===== src/logic/omc_pkg.sv =====
// package for the operation mode control register bank
// assumes a parallel byte-wide register port at the clk_i rate (250 MHz)
package omc_pkg;
   // register offsets (demultiplexed addressing)
   localparam logic [7:0] OMC_VERSION_OFS = 8'h0D;
   localparam logic [7:0] OMC_MODE_OFS = 8'h0F;
   localparam logic [7:0] OMC_MODE_RST = 8'h00;
   // mode selector encodings
   typedef enum logic [1:0] {
      OMC_MODE_CMRST = 2'h0,
      OMC_MODE_TEST = 2'h1,
      OMC_MODE_INIT = 2'h2,
      OMC_MODE_NORM = 2'h3
   } omc_mode_t;
   // memory command that resets the whole control memory (upper nibble)
   localparam logic [3:0] OMC_CMD_CMRST = 4'h7;
   localparam logic [3:0] OMC_CODE_UNASSIGNED = 4'h0;
   // access cost in reference clock cycles; halves are counted in half cycles
   localparam int OMC_RST_CYC = 256;
   localparam int OMC_INIT_HALF = 5;
   localparam int OMC_NORM_HALF = 19;
   localparam int OMC_TRI_CYC = 1035;
   localparam int OMC_TEST_CYC = 2057;
   // field positions in the mode register
   localparam int OMC_B_HWOE = 5;
   localparam int OMC_B_LOOP = 4;
   localparam int OMC_B_ODRN = 3;
   localparam int OMC_B_MHS = 2;
   localparam int OMC_B_SOE = 1;
   localparam int OMC_B_BANK = 0;
   localparam int OMC_TIMER_W = 12;
   typedef struct packed {
      logic [1:0] op_mode_select;
      logic highway_output_enable;
      logic highway_loopback;
      logic subscriber_open_drain;
      logic monitor_handshake_enable;
      logic subscriber_output_enable;
      logic register_bank_select;
   } omc_mode_reg_t;
endpackage


===== src/logic/omc_sync.sv =====
// three-stage synchroniser with agreement filter
// assumes an asynchronous level input
module omc_sync
(
   input wire logic clk_i,
   input wire logic rst_i,
   input wire logic d_i,
   output logic q_o
);
   typedef struct packed {
      logic s1;
      logic s2;
      logic s3;
      logic q;
   } omc_sync_st_t;
   omc_sync_st_t st_r;
   omc_sync_st_t st_nxt;
   always_comb
   begin
      st_nxt = st_r;
      st_nxt.s1 = d_i;
      st_nxt.s2 = st_r.s1;
      st_nxt.s3 = st_r.s2;
      // change counts once stages two and three agree
      if (st_r.s2 == st_r.s3)
      begin
         st_nxt.q = st_r.s3;
      end
   end
   always_ff @(posedge clk_i)
   begin
      if (rst_i)
      begin
         st_r <= '0;
      end
      else
      begin
         st_r <= st_nxt;
      end
   end
   assign q_o = st_r.q;
endmodule


===== src/logic/omc_top.sv =====
// operation mode control: mode register, version/status register, access timing
// assumes a synchronous host port on clk_i and reference clock cycles = clk_i cycles
// How it works
// selector 00 memory reset, 10 fast init, 11 normal, 01 test.
// reset-mode command clears whole control memory within 256 cycles.
// reset mode stops normal running; both interfaces not operational.
// command 70h fills data fields with data register, codes with 0000.
// host should do a full memory reset after every hardware reset.
// fast init: single addressed access, at most 2.5 cycles (rounded up to 3 here), no normal run.
// normal mode: interfaces run; single access takes 9.5 cycles (rounded up to 10 here).
// normal mode: full tristate field initialisation takes 1035 cycles.
// test mode: runs normally, access covers all locations, 2057 cycles.
// highway enable 0 floats transmit, tristate control 1; else data.
// loopback routes transmit data to receive, external receive ignored.
// subscriber driver bit: 0 tristate drivers, 1 open drain.
// monitor handshake bit: 0 disabled, 1 enabled.
// subscriber enable 0 floats four outputs; 1 drives them.
// bank select maps operational set 0, initialisation set 1.
// init request sets on bad clock or power fail, clears on memory reset.
// four version bits read only, fixed revision code.
// host programs alternate input select and compare to 00.
// host programs subscriber port select fields to 00.
// host sets highway input mismatch mask bit to 1.
// new mode and control settings apply right after the write.
module omc_top
#(
   parameter logic [3:0] VERSION_NUMBER = 4'h5 // arbitrary value
)
(
   // clock and reset
   input wire logic clk_i,
   input wire logic rst_i,
   // register port
   input wire logic reg_wr_i,
   input wire logic reg_rd_i,
   input wire logic [7:0] reg_addr_i,
   input wire logic [7:0] reg_wdata_i,
   input wire logic demux_mode_i,
   output logic [7:0] reg_rdata_o,
   output logic reg_rvalid_o,
   // memory command from the access unit
   input wire logic mem_cmd_i,
   input wire logic [7:0] mem_cmd_val_i,
   input wire logic [7:0] mem_data_i,
   input wire logic mem_tri_init_i,
   output logic mem_busy_o,
   output logic mem_done_o,
   output logic mem_all_loc_o,
   output logic mem_wr_code_o,
   output logic [3:0] mem_code_o,
   output logic [7:0] mem_fill_data_o,
   // clock supervisor
   input wire logic clock_fault_i,
   // highway pins
   input wire logic highway_tx_data_i,
   input wire logic highway_tri_field_i,
   input wire logic highway_rx_pin_i,
   output logic highway_tx_o,
   output logic highway_tx_oe_o,
   output logic tristate_control_out_o,
   output logic highway_rx_o,
   // subscriber pins
   input wire logic [3:0] subscriber_data_i,
   output logic [3:0] subscriber_pin_o,
   output logic [3:0] subscriber_pin_oe_o,
   // mode status
   output logic normal_run_o,
   output logic monitor_handshake_enable_o,
   output logic register_bank_o
);
   localparam int OMC_CW = 13;
   typedef enum logic [1:0] {
      OMC_IDLE = 2'h0,
      OMC_RUN = 2'h1,
      OMC_DONE = 2'h3
   } omc_state_t;
   typedef struct packed {
      omc_pkg::omc_mode_reg_t mode;
      logic init_request;
      omc_state_t fsm;
      logic [OMC_CW-1:0] cnt;
      logic is_rst;
      logic [7:0] rdata;
      logic rvalid;
      logic busy;
      logic done;
      logic all_loc;
      logic wr_code;
      logic [7:0] fill;
      logic tx;
      logic tx_oe;
      logic tri_ctl;
      logic rx;
      logic [3:0] sub;
      logic [3:0] sub_oe;
      logic run;
   } omc_st_t;
   omc_st_t st_r;
   omc_st_t st_nxt;
   logic rx_sync;
   logic fault_sync;
   omc_sync u_rx_sync
   (
      .clk_i(clk_i),
      .rst_i(rst_i),
      .d_i(highway_rx_pin_i),
      .q_o(rx_sync)
   );
   omc_sync u_fault_sync
   (
      .clk_i(clk_i),
      .rst_i(rst_i),
      .d_i(clock_fault_i),
      .q_o(fault_sync)
   );
   // cost of one access in reference cycles, fractions rounded up
   function automatic logic [OMC_CW-1:0] access_cycles(input logic [1:0] m, input logic tri_i);
      logic [OMC_CW-1:0] c;
      c = OMC_CW'(omc_pkg::OMC_RST_CYC);
      case (m)
         omc_pkg::OMC_MODE_INIT: c = OMC_CW'((omc_pkg::OMC_INIT_HALF + 1) / 2);
         omc_pkg::OMC_MODE_NORM:
            c = tri_i ? OMC_CW'(omc_pkg::OMC_TRI_CYC)
                      : OMC_CW'((omc_pkg::OMC_NORM_HALF + 1) / 2);
         omc_pkg::OMC_MODE_TEST: c = OMC_CW'(omc_pkg::OMC_TEST_CYC);
         default: c = OMC_CW'(omc_pkg::OMC_RST_CYC);
      endcase
      return c;
   endfunction
   logic is_mode_wr;
   logic is_rst_cmd;
   logic interfaces_up;
   assign is_mode_wr = reg_wr_i && (reg_addr_i == omc_pkg::OMC_MODE_OFS);
   assign is_rst_cmd = (st_r.mode.op_mode_select == omc_pkg::OMC_MODE_CMRST)
                       && (mem_cmd_val_i[7:4] == omc_pkg::OMC_CMD_CMRST);
   // interfaces run in normal and test modes only
   assign interfaces_up = st_r.mode.op_mode_select[0];
   // selector reaches the pins one edge after the enables, off the write path
   always_comb
   begin
      st_nxt = st_r;
      st_nxt.done = 1'b0;
      st_nxt.rvalid = 1'b0;
      // register write takes effect on the next edge
      if (is_mode_wr)
      begin
         st_nxt.mode = omc_pkg::omc_mode_reg_t'(reg_wdata_i);
      end
      // register read
      if (reg_rd_i)
      begin
         st_nxt.rvalid = 1'b1;
         st_nxt.rdata = 8'h00;
         if (reg_addr_i == omc_pkg::OMC_MODE_OFS)
         begin
            st_nxt.rdata = st_r.mode;
         end
         else if ((reg_addr_i == omc_pkg::OMC_VERSION_OFS)
                  && (st_r.mode.register_bank_select || !demux_mode_i))
         begin
            st_nxt.rdata = {st_r.init_request, 3'h0, VERSION_NUMBER};
         end
      end
      // memory access sequencer
      // a command seen while busy is dropped, not queued
      case (st_r.fsm)
         OMC_IDLE:
         begin
            if (mem_cmd_i)
            begin
               st_nxt.fsm = OMC_RUN;
               st_nxt.busy = 1'b1;
               st_nxt.cnt = access_cycles(st_r.mode.op_mode_select, mem_tri_init_i) - 1'b1;
               st_nxt.is_rst = is_rst_cmd;
               // test and reset modes ignore the address register
               st_nxt.all_loc = !st_r.mode.op_mode_select[1];
               st_nxt.wr_code = is_rst_cmd;
               st_nxt.fill = mem_data_i;
            end
         end
         OMC_RUN:
         begin
            if (st_r.cnt == '0)
            begin
               st_nxt.fsm = OMC_DONE;
            end
            else
            begin
               st_nxt.cnt = st_r.cnt - 1'b1;
            end
         end
         OMC_DONE:
         begin
            st_nxt.fsm = OMC_IDLE;
            st_nxt.busy = 1'b0;
            st_nxt.done = 1'b1;
            st_nxt.all_loc = 1'b0;
            st_nxt.wr_code = 1'b0;
            if (st_r.is_rst)
            begin
               st_nxt.init_request = 1'b0;
            end
         end
         default: st_nxt.fsm = OMC_IDLE;
      endcase
      // a fault in the same cycle wins over the clear
      if (fault_sync)
      begin
         st_nxt.init_request = 1'b1;
      end
      // highway pins follow the mode register from the next edge on
      st_nxt.run = interfaces_up;
      st_nxt.tx = highway_tx_data_i;
      st_nxt.tx_oe = interfaces_up && st_nxt.mode.highway_output_enable
                     && !highway_tri_field_i;
      st_nxt.tri_ctl = !st_nxt.tx_oe;
      st_nxt.rx = st_nxt.mode.highway_loopback ? highway_tx_data_i : rx_sync;
      // subscriber pins: open drain drives only low
      st_nxt.sub = subscriber_data_i;
      for (int i = 0; i < 4; i++)
      begin
         if (st_nxt.mode.subscriber_open_drain)
         begin
            st_nxt.sub[i] = 1'b0;
            st_nxt.sub_oe[i] = interfaces_up && st_nxt.mode.subscriber_output_enable
                               && !subscriber_data_i[i];
         end
         else
         begin
            st_nxt.sub_oe[i] = interfaces_up && st_nxt.mode.subscriber_output_enable;
         end
      end
   end
   always_ff @(posedge clk_i)
   begin
      if (rst_i)
      begin
         st_r <= '0;
         st_r.mode <= omc_pkg::omc_mode_reg_t'(omc_pkg::OMC_MODE_RST);
         st_r.init_request <= 1'b1;
         st_r.fsm <= OMC_IDLE;
         st_r.tri_ctl <= 1'b1;
      end
      else
      begin
         st_r <= st_nxt;
      end
   end
   assign reg_rdata_o = st_r.rdata;
   assign reg_rvalid_o = st_r.rvalid;
   assign mem_busy_o = st_r.busy;
   assign mem_done_o = st_r.done;
   assign mem_all_loc_o = st_r.all_loc;
   assign mem_wr_code_o = st_r.wr_code;
   assign mem_code_o = omc_pkg::OMC_CODE_UNASSIGNED;
   assign mem_fill_data_o = st_r.fill;
   assign highway_tx_o = st_r.tx;
   assign highway_tx_oe_o = st_r.tx_oe;
   assign tristate_control_out_o = st_r.tri_ctl;
   assign highway_rx_o = st_r.rx;
   assign subscriber_pin_o = st_r.sub;
   assign subscriber_pin_oe_o = st_r.sub_oe;
   assign normal_run_o = st_r.run;
   assign monitor_handshake_enable_o = st_r.mode.monitor_handshake_enable;
   assign register_bank_o = st_r.mode.register_bank_select;
endmodule


===== config.mk =====
export PLATFORM = sky130hd
export DESIGN_NAME = omc_top
export DESIGN_NICKNAME = d
export VERILOG_FILES = /design/src/logic/omc_pkg.sv /design/src/logic/omc_sync.sv /design/src/logic/omc_top.sv
export SDC_FILE = /design/constraint.sdc
export NUM_CORES = 1
export LEC_CHECK = 0
export ABC_AREA = 1
export BUFFER_PORTS_ARGS = -buffer_cell sky130_fd_sc_hd__buf_2
export CAP_MARGIN = 10
export CORE_MARGIN = 3
export CORE_UTILIZATION = 35
export DETAILED_ROUTE_END_ITERATION = 10
export GPL_TIMING_DRIVEN = 0
export PLACE_DENSITY_LB_ADDON = 0.15
export SLEW_MARGIN = 40
export SYNTH_ARGS = -nofsm -noshare
export SYNTH_HDL_FRONTEND = slang
export SYNTH_SLANG_ARGS = --single-unit

===== constraint.sdc =====
create_clock -name clk_i -period 2.4 [get_ports clk_i]
set_input_delay 0 -clock clk_i [delete_from_list [all_inputs] [get_ports clk_i]]
set_output_delay 0 -clock clk_i [all_outputs]
set_load 0.05 [all_outputs]

==> qor_table.md <==
| Step | Metric | Value |
|---|---|---|
| setup path | Crit Reg-Reg Startpoint | interfaces_up |
| cts | Number of buffers added by the clock tree synthesis step | 9 |
| layout | Nets | 598 |
| timing | Unrepaired setup endpoints after global routing | no |
| status | Outcome | finished, final reports clean |
| min path | Worst min-delay path category | in -> reg |
| place | Number of buffers added on ports | 77 |
| place | Pre-CTS worst setup slack | 0.944 ns |
| pwr | Cell leakage power | 2.06 nW |
| layout | Proportion of layout cells with a drive suffix above 1 | 26.9% |
| timing | Final setup skew | 0.0104 ns |
| place | Weighted congestion at the end of routability-driven global placement | 0.817 |
| layout | Area growth, synth to finish | 31.1% |
| yosys | Number of distinct library cells after synthesis | 36 |
| pwr | Peak supply drop | 0.294 mV |
| setup path | Maximum net fanout on the critical path | 7 |
| routing | Met2 Routed Length | 3360 µm |
| yosys | Xor and xnor area share after synthesis | 0.564% |
| timing | Final worst path period share | 71.7% |
| setup path | Delay of the slowest cell on the worst path | 0.58 ns |
| routing | Top layer used by detailed routing | met4 |
| routing | Drt drc | 0 |
| routing | Routed Antenna Nets | 0 |
| global routing | Number of antenna violations at the first check in global routing | 0 |
| routing | Via Count | 2876 |
| setup path | Slowest cell on crit path | sky130_fd_sc_hd__dlygate4sd3_1 |
| min path | Hold Crit Endpoint | mem_wr_code_o |
| setup path | Worst reg-to-reg path cell count | 4 |
| yosys | Synth Cell Area | 3110 µm² |
| timing | Hold slack final | 0.0333 ns |
| timing | Tightest Pin Transition | 0.667 ns |
| place | Detailed placement HPWL | 5410 µm |
| global routing | Via count of the first global-routing pass | 2696 |
| layout | Count of antenna diodes in the layout | 0 |
| yosys | Post-Synthesis Cells | 432 |
| routing | Routed wirelength normalized by instance count | 11.3 µm |
| routing | Routed length on met1 | 3470 µm |
| global routing | First-pass GRT wire length | 12300 µm |
| die | Die height | 100 µm |
| run | Number of maximum-capacitance violations | 0 |
| timing | Worst-case headroom to the max-slew limit | 55.6% |
| timing | Total count of max-transition violations in the final report | 0 |
| routing | Total length of routed met3 wires | 491 µm |
| yosys | Post-synthesis mux area share | 0% |
| timing | Fmax | 581 MHz |
| yosys | Largest family of logic cells by synthesized area | simple AND/OR/NAND/NOR gates |
| timing | Worst setup slack after layout | 0.679 ns |
| routing | Via count normalized by instance count | 4.37 |
| timing | Count of endpoints failing hold in the final timing report | 0 |
| timing | Final period demand of the worst path | 1.72 ns |
| die | Count of boundary I/O pins | 87 |
| setup path | Category of the most critical setup path | reg -> reg |
| min path | Number of cells on the worst hold path | 5 |
| die | Total core area | 8420 µm² |
| yosys | Adder-Cell Fraction of Synth Area | 1.21% |
| cts | CTS root buffer | sky130_fd_sc_hd__clkbuf_8 |
| yosys | Sequential element share of the synthesized area | 43.2% |
| yosys | Syn_area_per_cell | 7.19 µm² |
| yosys | Basic-gate share of the synthesized area counting and, or, nand and nor cells | 29.2% |
| cts | Clock tree from TritonCTS | built |
| yosys | Count of yosys warnings during synthesis | 0 |
| pwr | Pwr Density | 670 nW/µm² |
| yosys | Share of the synthesized area in compound gates (AO/OA/AOI/OAI) | 10.5% |
| min path | Source of the worst hold timing path | mem_cmd_val_i[4] |
| global routing | Largest net degree at the start of global routing | 13 |
| die | Die Width | 100 µm |
| cts | Clock insertion delay at the later pin of the skew report | 0.34 ns |
| setup path | WP data required | 2.63 ns |
| routing | Violation count after the first detailed-routing iteration | 80 |
| timing | Setup TNS Final | 0 ns |
| die | # rows | 33 |
| die | Starting density of the core | 36.9% |
| global routing | Overflow after GRT | 0 |
| setup path | Critical Path Source Type | flop |
| cts | Register clock-pin slew on the reported worst setup and hold paths | 0.08 ns |
| routing | DRT Pass-1 Iters | 4 |
| global routing | Total routing usage reported by global routing | 15.4% |
| yosys | Synth Register Bits | 67 |
| setup path | R2r setup slk | 0.68 ns |
| setup path | Worst reg2reg path endpoint | tristate_control_out_o |
| setup path | Worst path arrival time | 1.95 ns |
| setup path | Critical Path Sink Type | flop |
| cts | Count of clock tree sinks | 67 |
| cts | Maximum number of buffers from clock root to sink | 2 |
| die | Die Outline Area | 10000 µm² |
| setup path | Cells along the critical path | inv_1 -> nor2_1 -> nand4_1 -> dlygate4sd3_1 |
| cts | Maximum level of the CTS H-tree | 3 |
| routing | Detailed-route wire length | 7430 µm |
| timing | Final setup violating endpoints | 0 |
-- critical path: cells and delay by family, from the launching register on --
family                 cells  cell delay [ns]
buffers and inverters      2             0.70
flip-flops                 1             0.45
AND/OR/NAND/NOR            2             0.46
-- placed cells by master (no fill, tap or decap), types with 5 or more instances in the layout --
cell / Yosys / layout
sky130_fd_sc_hd__nand3_1: 15 / 15
sky130_fd_sc_hd__clkbuf_8: 0 / 11
sky130_fd_sc_hd__nor2_1: 96 / 96
sky130_fd_sc_hd__a21oi_1: 22 / 22
sky130_fd_sc_hd__nand2_1: 64 / 64
sky130_fd_sc_hd__dfxtp_1: 67 / 67
sky130_fd_sc_hd__clkbuf_1: 5 / 5
sky130_fd_sc_hd__buf_2: 1 / 78
sky130_fd_sc_hd__inv_1: 52 / 52
sky130_fd_sc_hd__dlygate4sd3_1: 0 / 25
sky130_fd_sc_hd__nand2_2: 6 / 6
sky130_fd_sc_hd__buf_4: 28 / 28
sky130_fd_sc_hd__o21ai_0: 33 / 33
-- how the worst max path moves through the flow --
stage                        from                      to  slack (ns)
floorplan                st_r[35]                st_r[44]        1.14
global placement         st_r[35]                st_r[47]        0.95
detailed placement       st_r[35]                st_r[47]        0.94
CTS                 interfaces_up  tristate_control_out_o        0.67
global route        interfaces_up  tristate_control_out_o        0.56
finish              interfaces_up  tristate_control_out_o        0.68
-- flip-flops by register name (all words and copies together) (netlist names), 2 cells and up --
register	cells
reg_rdata_o	8
u_fault_sync.st_nxt	2
subscriber_pin_oe_o	4
subscriber_pin_o	4
st_r	22
u_rx_sync.st_nxt	2
mem_fill_data_o	8
-- metrics by stage --
stage               instances  power (mW)  util [%]  cell area, µm²
finish                    658        2.73      48.4            4070
global route              658        2.90      48.4            4070
CTS                       658        2.77      48.4            4070
detailed placement        617        1.85      43.2            3640
global placement          617        1.84      43.2            3640
floorplan                 435        1.71         -            3120
-- what timing repair did --
action,4_1_cts,5_1_grt
endpoints found under the hold margin,31,0
setup buffers,0,0
hold buffers,25,0
gates resized for setup,0,0
-- kinds of logic (layout without fill, tap and decap cells) --
kind of cell | Yosys count | in the layout
buffers and inverters | 93 | 211
flip-flops | 67 | 67
XOR/XNOR | 2 | 2
other | 1 | 4
AO/OA/AOI/OAI | 62 | 62
adder cells (fa/ha/maj) | 3 | 3
AND/OR/NAND/NOR | 204 | 204
-- where the power goes --
group / switching (mW) / internal [mW] / total (mW)
Sequential: 0.0443 / 1.18 / 1.22
Clock: 0.442 / 0.435 / 0.877
Combinational: 0.404 / 0.228 / 0.632
Total: 0.891 / 1.84 / 2.73
-- cell type report --
type                            instances  area [µm²]
Fill cell                             891        4350
Sequential cell                        67        1340
Multi-Input combinational cell        275        1310
Timing Repair Buffer                  102         636
Buffer                                 39         268
Inverter                               54         205
Clock buffer                           11         151
Tap cell                              105         131
Clock inverter                          5        36.3
-- cells in the mapped netlist --
master / n / area, µm²
sky130_fd_sc_hd__inv_1: 52 / 195
sky130_fd_sc_hd__nand3b_1: 1 / 7.51
sky130_fd_sc_hd__nand4_1: 4 / 25.0
sky130_fd_sc_hd__a21oi_2: 2 / 17.5
sky130_fd_sc_hd__a21oi_1: 22 / 110
sky130_fd_sc_hd__and2_2: 1 / 7.51
sky130_fd_sc_hd__nand3_1: 15 / 75.1
sky130_fd_sc_hd__buf_6: 2 / 22.5
sky130_fd_sc_hd__nand2_4: 2 / 22.5
sky130_fd_sc_hd__dfxtp_1: 67 / 1340
sky130_fd_sc_hd__clkbuf_1: 5 / 18.8
sky130_fd_sc_hd__o21bai_1: 1 / 7.51
sky130_fd_sc_hd__or2_1: 1 / 6.26
sky130_fd_sc_hd__conb_1: 1 / 3.75
sky130_fd_sc_hd__xor2_1: 2 / 17.5
sky130_fd_sc_hd__o21ai_0: 33 / 165
sky130_fd_sc_hd__buf_4: 28 / 210
sky130_fd_sc_hd__nor2_4: 4 / 45.0
sky130_fd_sc_hd__inv_2: 1 / 3.75
sky130_fd_sc_hd__or2_2: 2 / 12.5
sky130_fd_sc_hd__o21ai_1: 1 / 5.00
sky130_fd_sc_hd__nand2_1: 64 / 240
sky130_fd_sc_hd__nor3_1: 2 / 10.0
sky130_fd_sc_hd__buf_2: 1 / 5.00
sky130_fd_sc_hd__inv_4: 1 / 6.26
sky130_fd_sc_hd__nor2_1: 96 / 360
sky130_fd_sc_hd__ha_1: 3 / 37.5
sky130_fd_sc_hd__nor2_2: 2 / 12.5
sky130_fd_sc_hd__o21ai_2: 1 / 8.76
sky130_fd_sc_hd__buf_1: 3 / 11.3
sky130_fd_sc_hd__nor3b_1: 1 / 7.51
sky130_fd_sc_hd__nand2_2: 6 / 37.5
sky130_fd_sc_hd__a211oi_1: 1 / 7.51
sky130_fd_sc_hd__nand3_4: 1 / 17.5
sky130_fd_sc_hd__nand3_2: 2 / 20.0
sky130_fd_sc_hd__o22ai_1: 1 / 6.26
-- per-layer routing --
| layer | up-vias | track usage [%] |
|---|---|---|
| met5 | - | 0 |
| li1 | 1540 | - |
| met3 | 10 | 5.77 |
| met2 | 74 | 24.6 |
| met1 | 1252 | 19.3 |
| met4 | 0 | 5.08 |
(Power assumes the default switching activity.)
